File: src/rtl/qdac_defs.vh
// Constants for the quad converter serial load logic.
// Assumes inclusion by bare name from every design file that needs it.
//
// Operation
// - Each transfer carries a 12-bit word, shifted in MSB first.
// - Serial data is sampled on each rising edge of the serial clock.
// - Shifting happens only while chip select is low; host holds it low.
// - On chip select rise only the last 12 bits are decoded.
// - Chip select rise loads the addressed input register or applies sleep.
// - Payload is stored even when a sleep bit is active, shown after waking.
// - Both sleep bits active together put all four channels asleep.
// - Software sleep keeps converter register contents unchanged.
// - Clear pin low zeroes every input and converter register.
// - Load pin low pulse copies the input registers of awake channels to converter registers.
// - Load pin held low makes converter registers follow input registers.
// - Data pin at mid level (floated) enters hardware shutdown.
// - Power-on reset zeroes all input and converter registers.
// - Converter data stays zero until a valid serial write completes.
// - Hardware shutdown entry or exit leaves converter registers unchanged.
`ifndef QDAC_DEFS_VH
`define QDAC_DEFS_VH

// ----------------------------------------------------------------------
// Word layout
// ----------------------------------------------------------------------
`define QDAC_WORD_W      12
`define QDAC_CODE_W      8
`define QDAC_NCHAN       4
`define QDAC_SEL_HI_BIT  11
`define QDAC_SEL_LO_BIT  10
`define QDAC_ALL_BIT     9
`define QDAC_CHAN_BIT    8
`define QDAC_CODE_MSB    7
`define QDAC_CODE_LSB    0

// ----------------------------------------------------------------------
// Reset values and counts
// ----------------------------------------------------------------------
`define QDAC_CODE_RST    8'h00
`define QDAC_WORD_RST    12'h000
`define QDAC_CNT_W       4
`define QDAC_CNT_FULL    4'hc

`endif

File: src/rtl/qdac_top.v
// Serial load logic of a four-channel 8-bit converter.
// Assumes all pins but rstn and ce are asynchronous to clk; the serial clock runs at
// least four times slower than clk, and every pin level, including a
// load or clear pulse, lasts at least two clk periods.
`timescale 1ns/10ps
`include "qdac_defs.vh"

module qdac_top (
    input  wire                    clk,
    input  wire                    rstn,
    input  wire                    ce,
    input  wire                    chip_select_n,
    input  wire                    serial_clock,
    input  wire                    serial_in_shutdown_pin,
    input  wire                    pin_mid_level,
    input  wire                    clear_all_n,
    input  wire                    load_converter_n,
    output reg  [`QDAC_CODE_W-1:0] code_a,
    output reg  [`QDAC_CODE_W-1:0] code_b,
    output reg  [`QDAC_CODE_W-1:0] code_c,
    output reg  [`QDAC_CODE_W-1:0] code_d,
    output reg  [`QDAC_NCHAN-1:0]  channel_active,
    output reg                     power_down_request,
    output reg  [`QDAC_WORD_W-1:0] last_word,
    output reg                     write_strobe,
    output reg                     short_word
);

    // ------------------------------------------------------------------
    // Pin synchronisers
    // ------------------------------------------------------------------
    // Chip select and the two strobes idle high, so reset them high to
    // avoid a false edge or a false clear right after reset.
    wire [5:0] pins_s;

    qdac_sync #(
        .W   (6),
        .RST (6'h2b)
    ) u_sync (
        .clk     (clk),
        .rstn    (rstn),
        .ce      (ce),
        .d_async ({chip_select_n, serial_clock, serial_in_shutdown_pin,
                   pin_mid_level, clear_all_n, load_converter_n}),
        .q       (pins_s)
    );

    wire cs_n_s  = pins_s[5];
    wire sclk_s  = pins_s[4];
    wire sdi_s   = pins_s[3];
    wire mid_s   = pins_s[2];
    wire clr_n_s = pins_s[1];
    wire ld_n_s  = pins_s[0];

    // ------------------------------------------------------------------
    // Edge detection on the synchronised serial pins
    // ------------------------------------------------------------------
    reg cs_n_d;
    reg sclk_d;

    // Delayed copies taken from the second synchroniser stage only
    always @(posedge clk) begin
        if (!rstn) begin
            cs_n_d <= 1'b1;
            sclk_d <= 1'b0;
        end else if (ce) begin
            cs_n_d <= cs_n_s;
            sclk_d <= sclk_s;
        end
    end

    wire cs_fall   = cs_n_d & ~cs_n_s;
    wire cs_rise   = ~cs_n_d & cs_n_s;
    wire sclk_rise = ~sclk_d & sclk_s;

    // Data and clock go through equal delay, so the data seen at the
    // clock edge is the data that stood at the pin at that edge.
    // A floated pin carries no data, so shifting stops in shutdown.
    wire do_shift = sclk_rise & ~cs_n_s & ~mid_s;

    // ------------------------------------------------------------------
    // Shift register
    // ------------------------------------------------------------------
    wire [`QDAC_WORD_W-1:0] word;
    wire                    word_full;

    qdac_shift u_shift (
        .clk     (clk),
        .rstn    (rstn),
        .ce      (ce),
        .restart (cs_fall),
        .shift   (do_shift),
        .bit_in  (sdi_s),
        .word    (word),
        .full    (word_full)
    );

    // ------------------------------------------------------------------
    // Word decode helpers
    // ------------------------------------------------------------------
    // Two address bits to a one-hot channel mask, A first
    function [`QDAC_NCHAN-1:0] chan_mask;
        input [1:0] sel;
        begin
            case (sel)
                2'b00:   chan_mask = 4'h1;
                2'b01:   chan_mask = 4'h2;
                2'b10:   chan_mask = 4'h4;
                2'b11:   chan_mask = 4'h8;
                default: chan_mask = 4'h0;
            endcase
        end
    endfunction

    wire [1:0] sel = {word[`QDAC_SEL_HI_BIT], word[`QDAC_SEL_LO_BIT]};
    wire [`QDAC_NCHAN-1:0] sel_mask = chan_mask(sel);
    wire all_channel_sleep_bit = word[`QDAC_ALL_BIT];
    wire channel_sleep_bit     = word[`QDAC_CHAN_BIT];
    wire [`QDAC_CODE_W-1:0] payload =
        word[`QDAC_CODE_MSB:`QDAC_CODE_LSB];

    // Fewer than twelve bits since chip select fell is not a valid word;
    // the shutdown window also blocks decode since the bits are garbage.
    wire take_word = cs_rise & word_full & ~mid_s;
    wire bad_word  = cs_rise & ~word_full & ~mid_s;

    // ------------------------------------------------------------------
    // Register state
    // ------------------------------------------------------------------
    reg [`QDAC_CODE_W-1:0] input_reg [0:`QDAC_NCHAN-1];
    reg [`QDAC_CODE_W-1:0] conv_reg  [0:`QDAC_NCHAN-1];
    reg                    all_sleep;
    reg [`QDAC_NCHAN-1:0]  chan_sleep;
    reg [`QDAC_NCHAN-1:0]  next_chan_sleep;
    reg                    next_all_sleep;
    integer                i;
    integer                j;

    // Sleep flags after a decoded word. Active-low bits: all-sleep
    // covers every channel, channel sleep only the addressed one.
    // A word with both bits high wakes everything it speaks of.
    always @* begin
        next_all_sleep  = all_sleep;
        next_chan_sleep = chan_sleep;
        if (take_word) begin
            next_all_sleep = ~all_channel_sleep_bit;
            if (!channel_sleep_bit) begin
                next_chan_sleep = chan_sleep | sel_mask;
            end else if (all_channel_sleep_bit) begin
                next_chan_sleep = chan_sleep & ~sel_mask;
            end
        end
    end

    // Sleep flags; clear leaves them alone, reset wakes all
    always @(posedge clk) begin
        if (!rstn) begin
            all_sleep  <= 1'b0;
            chan_sleep <= 4'h0;
        end else if (ce) begin
            all_sleep  <= next_all_sleep;
            chan_sleep <= next_chan_sleep;
        end
    end

    // Input registers: clear wins over a write in the same cycle.
    // The payload is stored even when the word puts a channel to sleep.
    always @(posedge clk) begin
        if (!rstn) begin
            for (i = 0; i < `QDAC_NCHAN; i = i + 1) begin
                input_reg[i] <= `QDAC_CODE_RST;
            end
        end else if (ce) begin
            for (i = 0; i < `QDAC_NCHAN; i = i + 1) begin
                if (!clr_n_s) begin
                    input_reg[i] <= `QDAC_CODE_RST;
                end else if (take_word && sel_mask[i]) begin
                    input_reg[i] <= payload;
                end
            end
        end
    end

    // Converter registers follow their input registers while the load
    // pin is low, so a short pulse copies and a held level is
    // transparent. A sleeping channel holds its value until it wakes;
    // the new code then reaches it on the next load. The one-cycle lag
    // behind the input register is the price of fully registered logic.
    // Own loop index, so no variable is driven from two processes.
    always @(posedge clk) begin
        if (!rstn) begin
            for (j = 0; j < `QDAC_NCHAN; j = j + 1) begin
                conv_reg[j] <= `QDAC_CODE_RST;
            end
        end else if (ce) begin
            for (j = 0; j < `QDAC_NCHAN; j = j + 1) begin
                if (!clr_n_s) begin
                    conv_reg[j] <= `QDAC_CODE_RST;
                end else if (!ld_n_s && !all_sleep
                             && !chan_sleep[j]) begin
                    conv_reg[j] <= input_reg[j];
                end
            end
        end
    end

    // ------------------------------------------------------------------
    // Outputs
    // ------------------------------------------------------------------
    // Converter codes, one register stage behind the converter state
    always @(posedge clk) begin
        if (!rstn) begin
            code_a <= `QDAC_CODE_RST;
            code_b <= `QDAC_CODE_RST;
            code_c <= `QDAC_CODE_RST;
            code_d <= `QDAC_CODE_RST;
        end else if (ce) begin
            code_a <= conv_reg[0];
            code_b <= conv_reg[1];
            code_c <= conv_reg[2];
            code_d <= conv_reg[3];
        end
    end

    // Hardware shutdown gates channel activity and blocks shifting and decode; it never touches
    // the registers, so leaving it restores the previous outputs.
    always @(posedge clk) begin
        if (!rstn) begin
            channel_active     <= 4'h0;
            power_down_request <= 1'b0;
        end else if (ce) begin
            power_down_request <= mid_s;
            channel_active     <= ~({4{all_sleep}} | chan_sleep
                                    | {4{mid_s}});
        end
    end

    // Word status: last accepted word, a strobe per accepted word, and
    // a flag for a chip select rise that came too early. The flag
    // drops on the next good word; a new short word wins as it sets.
    always @(posedge clk) begin
        if (!rstn) begin
            last_word    <= `QDAC_WORD_RST;
            write_strobe <= 1'b0;
            short_word   <= 1'b0;
        end else if (ce) begin
            write_strobe <= take_word;
            if (take_word) begin
                last_word  <= word;
                short_word <= 1'b0;
            end else if (bad_word) begin
                short_word <= 1'b1;
            end
        end else begin
            write_strobe <= 1'b0;
        end
    end

endmodule

File: src/rtl/qdac_sync.v
// Two flip-flop synchroniser for a group of pin levels.
// Assumes each bit is an independent level from outside the clock domain.
`timescale 1ns/10ps

module qdac_sync #(
    parameter W     = 1,
    parameter [W-1:0] RST = {W{1'b0}}
) (
    input  wire         clk,
    input  wire         rstn,
    input  wire         ce,
    input  wire [W-1:0] d_async,
    output reg  [W-1:0] q
);

    reg [W-1:0] meta;

    // First stage feeds only the second stage
    always @(posedge clk) begin
        if (!rstn) begin
            meta <= RST;
            q    <= RST;
        end else if (ce) begin
            meta <= d_async;
            q    <= meta;
        end
    end

endmodule

File: src/rtl/qdac_shift.v
// Serial shift register with a saturating bit counter.
// Assumes shift and restart strobes are one-cycle pulses on clk.
`timescale 1ns/10ps
`include "qdac_defs.vh"

module qdac_shift (
    input  wire                    clk,
    input  wire                    rstn,
    input  wire                    ce,
    input  wire                    restart,
    input  wire                    shift,
    input  wire                    bit_in,
    output reg  [`QDAC_WORD_W-1:0] word,
    output wire                    full
);

    reg [`QDAC_CNT_W-1:0] count;

    // Older bits fall off the top, so the word always holds the last 12
    always @(posedge clk) begin
        if (!rstn) begin
            word  <= `QDAC_WORD_RST;
            count <= {`QDAC_CNT_W{1'b0}};
        end else if (ce) begin
            if (restart) begin
                count <= {`QDAC_CNT_W{1'b0}};
            end else if (shift) begin
                word <= {word[`QDAC_WORD_W-2:0], bit_in};
                if (count != `QDAC_CNT_FULL) begin
                    count <= count + 4'h1;
                end
            end
        end
    end

    // A word is complete once twelve bits arrived since chip select fell
    assign full = (count == `QDAC_CNT_FULL);

endmodule

File: config.mk
export PLATFORM = sky130hd
export DESIGN_NAME = qdac_top
export DESIGN_NICKNAME = d
export VERILOG_FILES = /design/src/rtl/qdac_top.v /design/src/rtl/qdac_sync.v /design/src/rtl/qdac_shift.v
export VERILOG_INCLUDE_DIRS = /design/src /design/src/rtl
export SDC_FILE = /design/constraint.sdc
export NUM_CORES = 1
export LEC_CHECK = 0
export ABC_CLOCK_PERIOD_IN_PS = 2400
export BUFFER_PORTS_ARGS = -buffer_cell sky130_fd_sc_hd__buf_2
export CAP_MARGIN = 10
export CORE_MARGIN = 2
export CORE_UTILIZATION = 40
export CTS_BUF_LIST = sky130_fd_sc_hd__clkbuf_4 sky130_fd_sc_hd__clkbuf_8
export DETAILED_ROUTE_END_ITERATION = 6
export GPL_TIMING_DRIVEN = 0
export SETUP_SLACK_MARGIN = 0.05
export SYNTH_ARGS = -nofsm -noshare
export SYNTH_HDL_FRONTEND = slang
export SYNTH_HIERARCHICAL = 1
export SYNTH_SLANG_ARGS = --single-unit
File: constraint.sdc
create_clock -name clk -period 2.4 [get_ports clk]
set_input_delay 0.48 -clock clk [delete_from_list [all_inputs] [get_ports clk]]
set_output_delay 0.48 -clock clk [all_outputs]
set_load 0.02 [all_outputs]
* Word-level counts from Yosys, hierarchy flattened
Memories as Yosys holds them, arrays and structs flattened. A register that Yosys moved wholly into a read port is not among the register bits.
Index checks and enable logic that the tools add are counted.
** Operators by class
- Bitwise operators :: 38
- Reductions and logical operators :: 29
- Mux-type cells :: 69
- Eq/ne operators :: 6
- Add/sub/neg operators :: 1
** Operators by type and width (count)
- $mux 8 :: 16
- $mux 1 :: 47
- $mux 4 :: 5
- $or 1x1->1 :: 16
- $pmux 4 s4 :: 1
- $or 4x4->4 :: 3
- $logic_not 1->1 :: 10
- $and 1x1->1 :: 9
- $logic_and 1x1->1 :: 9
- $reduce_and 3->1 :: 3
- $not 4->4 :: 2
- $not 1->1 :: 7
- $reduce_and 2->1 :: 3
- $reduce_bool 2->1 :: 3
- $add 4x1->4 const B :: 1
- $and 4x4->4 :: 1
- $eq 2x2->1 const B :: 2
- $eq 4x4->1 const B :: 1
- $ne 4x4->1 const B :: 1
- $eq 2x1->1 const B :: 1
- $logic_not 2->1 :: 1
- $ne 2x1->1 const B :: 1
** Storage, ports and cells
- Memories :: 2
- Register bits :: 54
- RAM bits :: 64
- Logic and storage cells :: 158
- Bits of input ports :: 9
** Memory list
- conv_reg :: words 4, width 8, read ports 4, clocked after Yosys merged registers in 4, write ports 4, line qdac_top.v:131 : reg [`QDAC_CODE_W-1:0] conv_reg [0:`QDAC_NCHAN-1];
- input_reg :: words 4, width 8, read ports 4, clocked after Yosys merged registers in 0, write ports 4, line qdac_top.v:130 : reg [`QDAC_CODE_W-1:0] input_reg [0:`QDAC_NCHAN-1];

* Depth between registers and ports, before layout
- Depth after elaboration :: 11
- Mapped depth :: 9
- Gate-level depth less buffers :: 7

* Cells and area by module
Netlist, hierarchy kept.
** By module, submodules not included
- qdac_top :: times used 1, area each 4714.5 um^2, cells an instance 373, seq. area each 3083.0 um^2
- qdac_shift :: times used 1, area each 740.7 um^2, cells an instance 82, seq. area each 320.3 um^2
- qdac_sync :: times used 1, area each 430.4 um^2, cells an instance 38, seq. area each 240.2 um^2

* Worst setup path before layout
OpenSTA, ideal clock, no wires.
- Path kind :: register -> register
- Start :: register u_shift.count[0]
- End :: memory input_reg[1][0] (netlist bit), enable pin
- Slack :: 334 ps
- Required time :: 2066 ps
- Arrival time :: 1732 ps
- Setup time :: 334 ps
- Clock period less this slack :: 2066 ps
- Stages on the path, launching flop included :: 9
- Buffers on the path :: 1
- Cells stage by stage :: dfxtp_1 inv_1 ha_1 nand3_1 inv_1 inv_1 buf_2 nor4_4 nand2b_1
** RTL lines
- from (decl) :: line qdac_shift.v:17 : reg [`QDAC_CNT_W-1:0] count;
- from (signal assigned) :: line qdac_shift.v:23 : count <= {`QDAC_CNT_W{1'b0}};
- from (signal assigned) :: line qdac_shift.v:26 : count <= {`QDAC_CNT_W{1'b0}};
- from (signal assigned) :: line qdac_shift.v:30 : count <= count + 4'h1;
- to (decl) :: line qdac_top.v:130

==> results_dict.tcl <==
set metrics [dict create \
    ys_ff_latch 150 \
    grt_pass1_vias 3741 \
    grt_pass1_wl_microns 19200 \
    slowest_delay_ps 890 \
    end_kind "register" \
    grt_usage_pct 15.7 \
    final_cell_mix "dfxtp_1, buf_2, and2_1, edfxtp_1, mux2i_1" \
    dp_hpwl_microns 8160 \
    max-cap-violations 0 \
    drtIter0Drc 209 \
    timing.rr.end "conv_reg[0][5]" \
    rsz0062_at_grt "true" \
    yosys.area_share.xor_xnor_pct 0 \
    crit_required_ps 2460 \
    synth_area_sq_um 5890 \
    place_inst 736 \
    synth_edf_count 64 \
    finalCritPeriodShare_pct 95.0 \
    multiInputGateArea_sq_um 2100 \
    reg2reg_depth 3 \
    max_clock_freq_mhz 439 \
    port_buffers 59 \
    grt_max_degree 17 \
    hold_viol_final 0 \
    final_nets 585 \
    path_delay_family "compound AO/OA/AOI/OAI gates" \
    drt_first_pass_iters 4 \
    routed_wl_microns 11700 \
    slew_violations 0 \
    whs_endpoint "u_sync/meta[3]" \
    crit_start "rstn" \
    path_class "in2reg" \
    std_cell_rows 44 \
    syn-num-nets 504 \
    min_delay_path_depth 3 \
    vdd_ir_drop_max_uv 350 \
    clk_pin_slew_ps 80 \
    hold_start "serial_in_shutdown_pin" \
    finClkSkew_ps 11.1 \
    crit_chain "buf_2 -> buf_2 -> inv_2 -> a21oi_1 -> nand2b_1" \
    syn2layout_area_growth_pct 17.7 \
    cts_tree "yes" \
    setup_viol 0 \
    crit_top_cell "buf_2" \
    wl_per_cell_microns 15.2 \
    r2r_start "u_sync/q[1]" \
    fin_crit_ps 2280 \
    hold_path.class "in2reg" \
    crit_fanout 9 \
    fp.coreArea_sq_um 14500 \
    synthSimpleGateAreaFrac_pct 20.6 \
    netlist_instances 493 \
    critical_path_arrival_ps 2340 \
    regArea_sq_um 3640 \
    synth_top_family_by_area "simple AND/OR/NAND/NOR gates" \
    ctsHoldBuffers 0 \
    final_common_cell "dfxtp_1" \
    cts.sinks 150 \
    place.gp.congestion 0.774 \
    synth-main-ff-cell "dfxtp_1" \
    htreeDepth 4 \
    synthMuxAreaShare_pct 9.01 \
    synth_compound_area_share_pct 5.21 \
    cts_root_buf "clkbuf_8" \
    drive_gt1_share_pct 24.6 \
    die_area_sq_um 15700 \
    grt_overflow 0 \
    n_fill_cell 1332 \
    synthArstFlopShare_pct 0 \
    insertion_delay_ps 440 \
    drc 0 \
    avgViaCountPerCell 4.85 \
    p_leak_nw 2.86 \
    cts_made_buffers 17 \
    slew_headroom_pct 24.3 \
    yosysUniqueCellTypes 42 \
    antennaDiodeCount 0 \
    timing.setup.tns_ps 0 \
    cts_buffer_depth 2 \
    seq_area_frac_synth_pct 61.9 \
    antenna_found_initial 0 \
    chipWidth_microns 125 \
    cp_slowest_cell "a21oi_1" \
    tightest_slew_ps 1140 \
    ys_warn_count 6 \
    final_cells 770 \
    die_y_microns 125 \
    crit_path_start_kind "input port" \
    status "finished, final reports clean" \
    io_pins 60 \
    antenna_left 0 \
    powerDensity_nw_per_um2 764 \
    yosys.area_share.adder_pct 0.425 \
    vias 3731 \
    r2r_slack_ps 220 \
    synth.avg_cell_area_sq_um 11.9 \
    critPathBufInv 3 \
    start_util_pct 40.6 \
]
==> tightest hold or removal path: cells and delay by family <==
family / cells / cell delay, ps
buf+inv: 1 / 70
mux: 1 / 50
simple gates: 1 / 60
==> worst max-delay path by stage <==
stage	to	slack (ps)	cells past startpoint
floorplan	input_reg[1][0]	330	8
global placement	conv_reg[1][2]	-120	5
detailed placement	input_reg[1][2]	-130	6
CTS	input_reg[2][6]	50	8
global route	conv_reg[0][7]	40	5
finish	conv_reg[0][5]	120	5
==> Yosys cell counts, types with 2 or more instances <==
master,number,area [sq um]
ha_1,2,25.0
nor4_2,4,50.1
inv_1,7,26.3
nand3_1,17,85.1
mux2i_1,53,531
o21ai_0,17,85.1
a21oi_2,10,87.6
clkbuf_1,9,33.8
buf_6,2,22.5
dfxtp_1,86,1720
nand2b_1,12,75.1
nor2_1,42,158
nor2b_1,5,31.3
nand4_1,2,12.5
nand2_1,26,97.6
nor4_4,3,63.8
and2_1,64,400
edfxtp_1,64,1920
nor3_1,8,40.0
a21oi_1,18,90.1
buf_2,11,55.1
nand2_2,11,68.8
==> report_power, final <==
| group | internal [mW] | total (mW) | leakage (nW) | switching, mW |
|---|---|---|---|---|
| Clock | 1.37 | 2.26 | 0.243 | 0.891 |
| Sequential | 2.74 | 2.77 | 1.37 | 0.0334 |
| Combinational | 0.0879 | 0.259 | 1.26 | 0.171 |
| Total | 4.20 | 5.29 | 2.86 | 1.10 |
==> through the flow <==
step / worst slack, ps / util, % / area [sq um] / total power [mW] / hold slack, ps
2_1_floorplan: 334 / - / 5890 / 3.01 / 434
3_3_place_gp: -120 / 44.3 / 6410 / 3.09 / 454
3_5_place_dp: -132 / 44.3 / 6410 / 3.10 / 459
4_1_cts: 52.3 / 47.6 / 6900 / 5.34 / 223
5_1_grt: 35.4 / 47.8 / 6930 / 5.47 / 244
6_report: 120 / 47.8 / 6930 / 5.29 / 261
==> per-layer routing <==
layer,GRT usage [%],vias up,part of all wire [%]
met4,4.84,0,1.0
met1,19.5,1794,46
li1,-,1870,-
met5,0,-,0
met2,25.8,59,49
met3,5.39,8,3.8
==> logic make-up (layout without fill, tap and decap cells) <==
logic type,Yosys count,after routing
mux,53,53
simple gates,206,206
fa+ha+maj,2,2
flops,150,150
buf+inv,32,125
compound gates,50,50
==> area by class of cell <==
class	count	share of cell area, %
clock buffers	23	4.39
flip-flops and latches	150	52.6
multi-input cells	311	30.3
plain buffers	24	1.97
inverters	8	0.433
well taps	184	3.32
clock inverters	8	2.44
repair buffers	62	4.59
==> what timing repair did <==
item                       CTS  global route
setup endpoints to repair   24            34
buffers inserted             1             2
pin swaps                    0             2
gates resized for setup      3             5
gates cloned                 0             0
No activity file was read; power rests on OpenSTA's default activity.
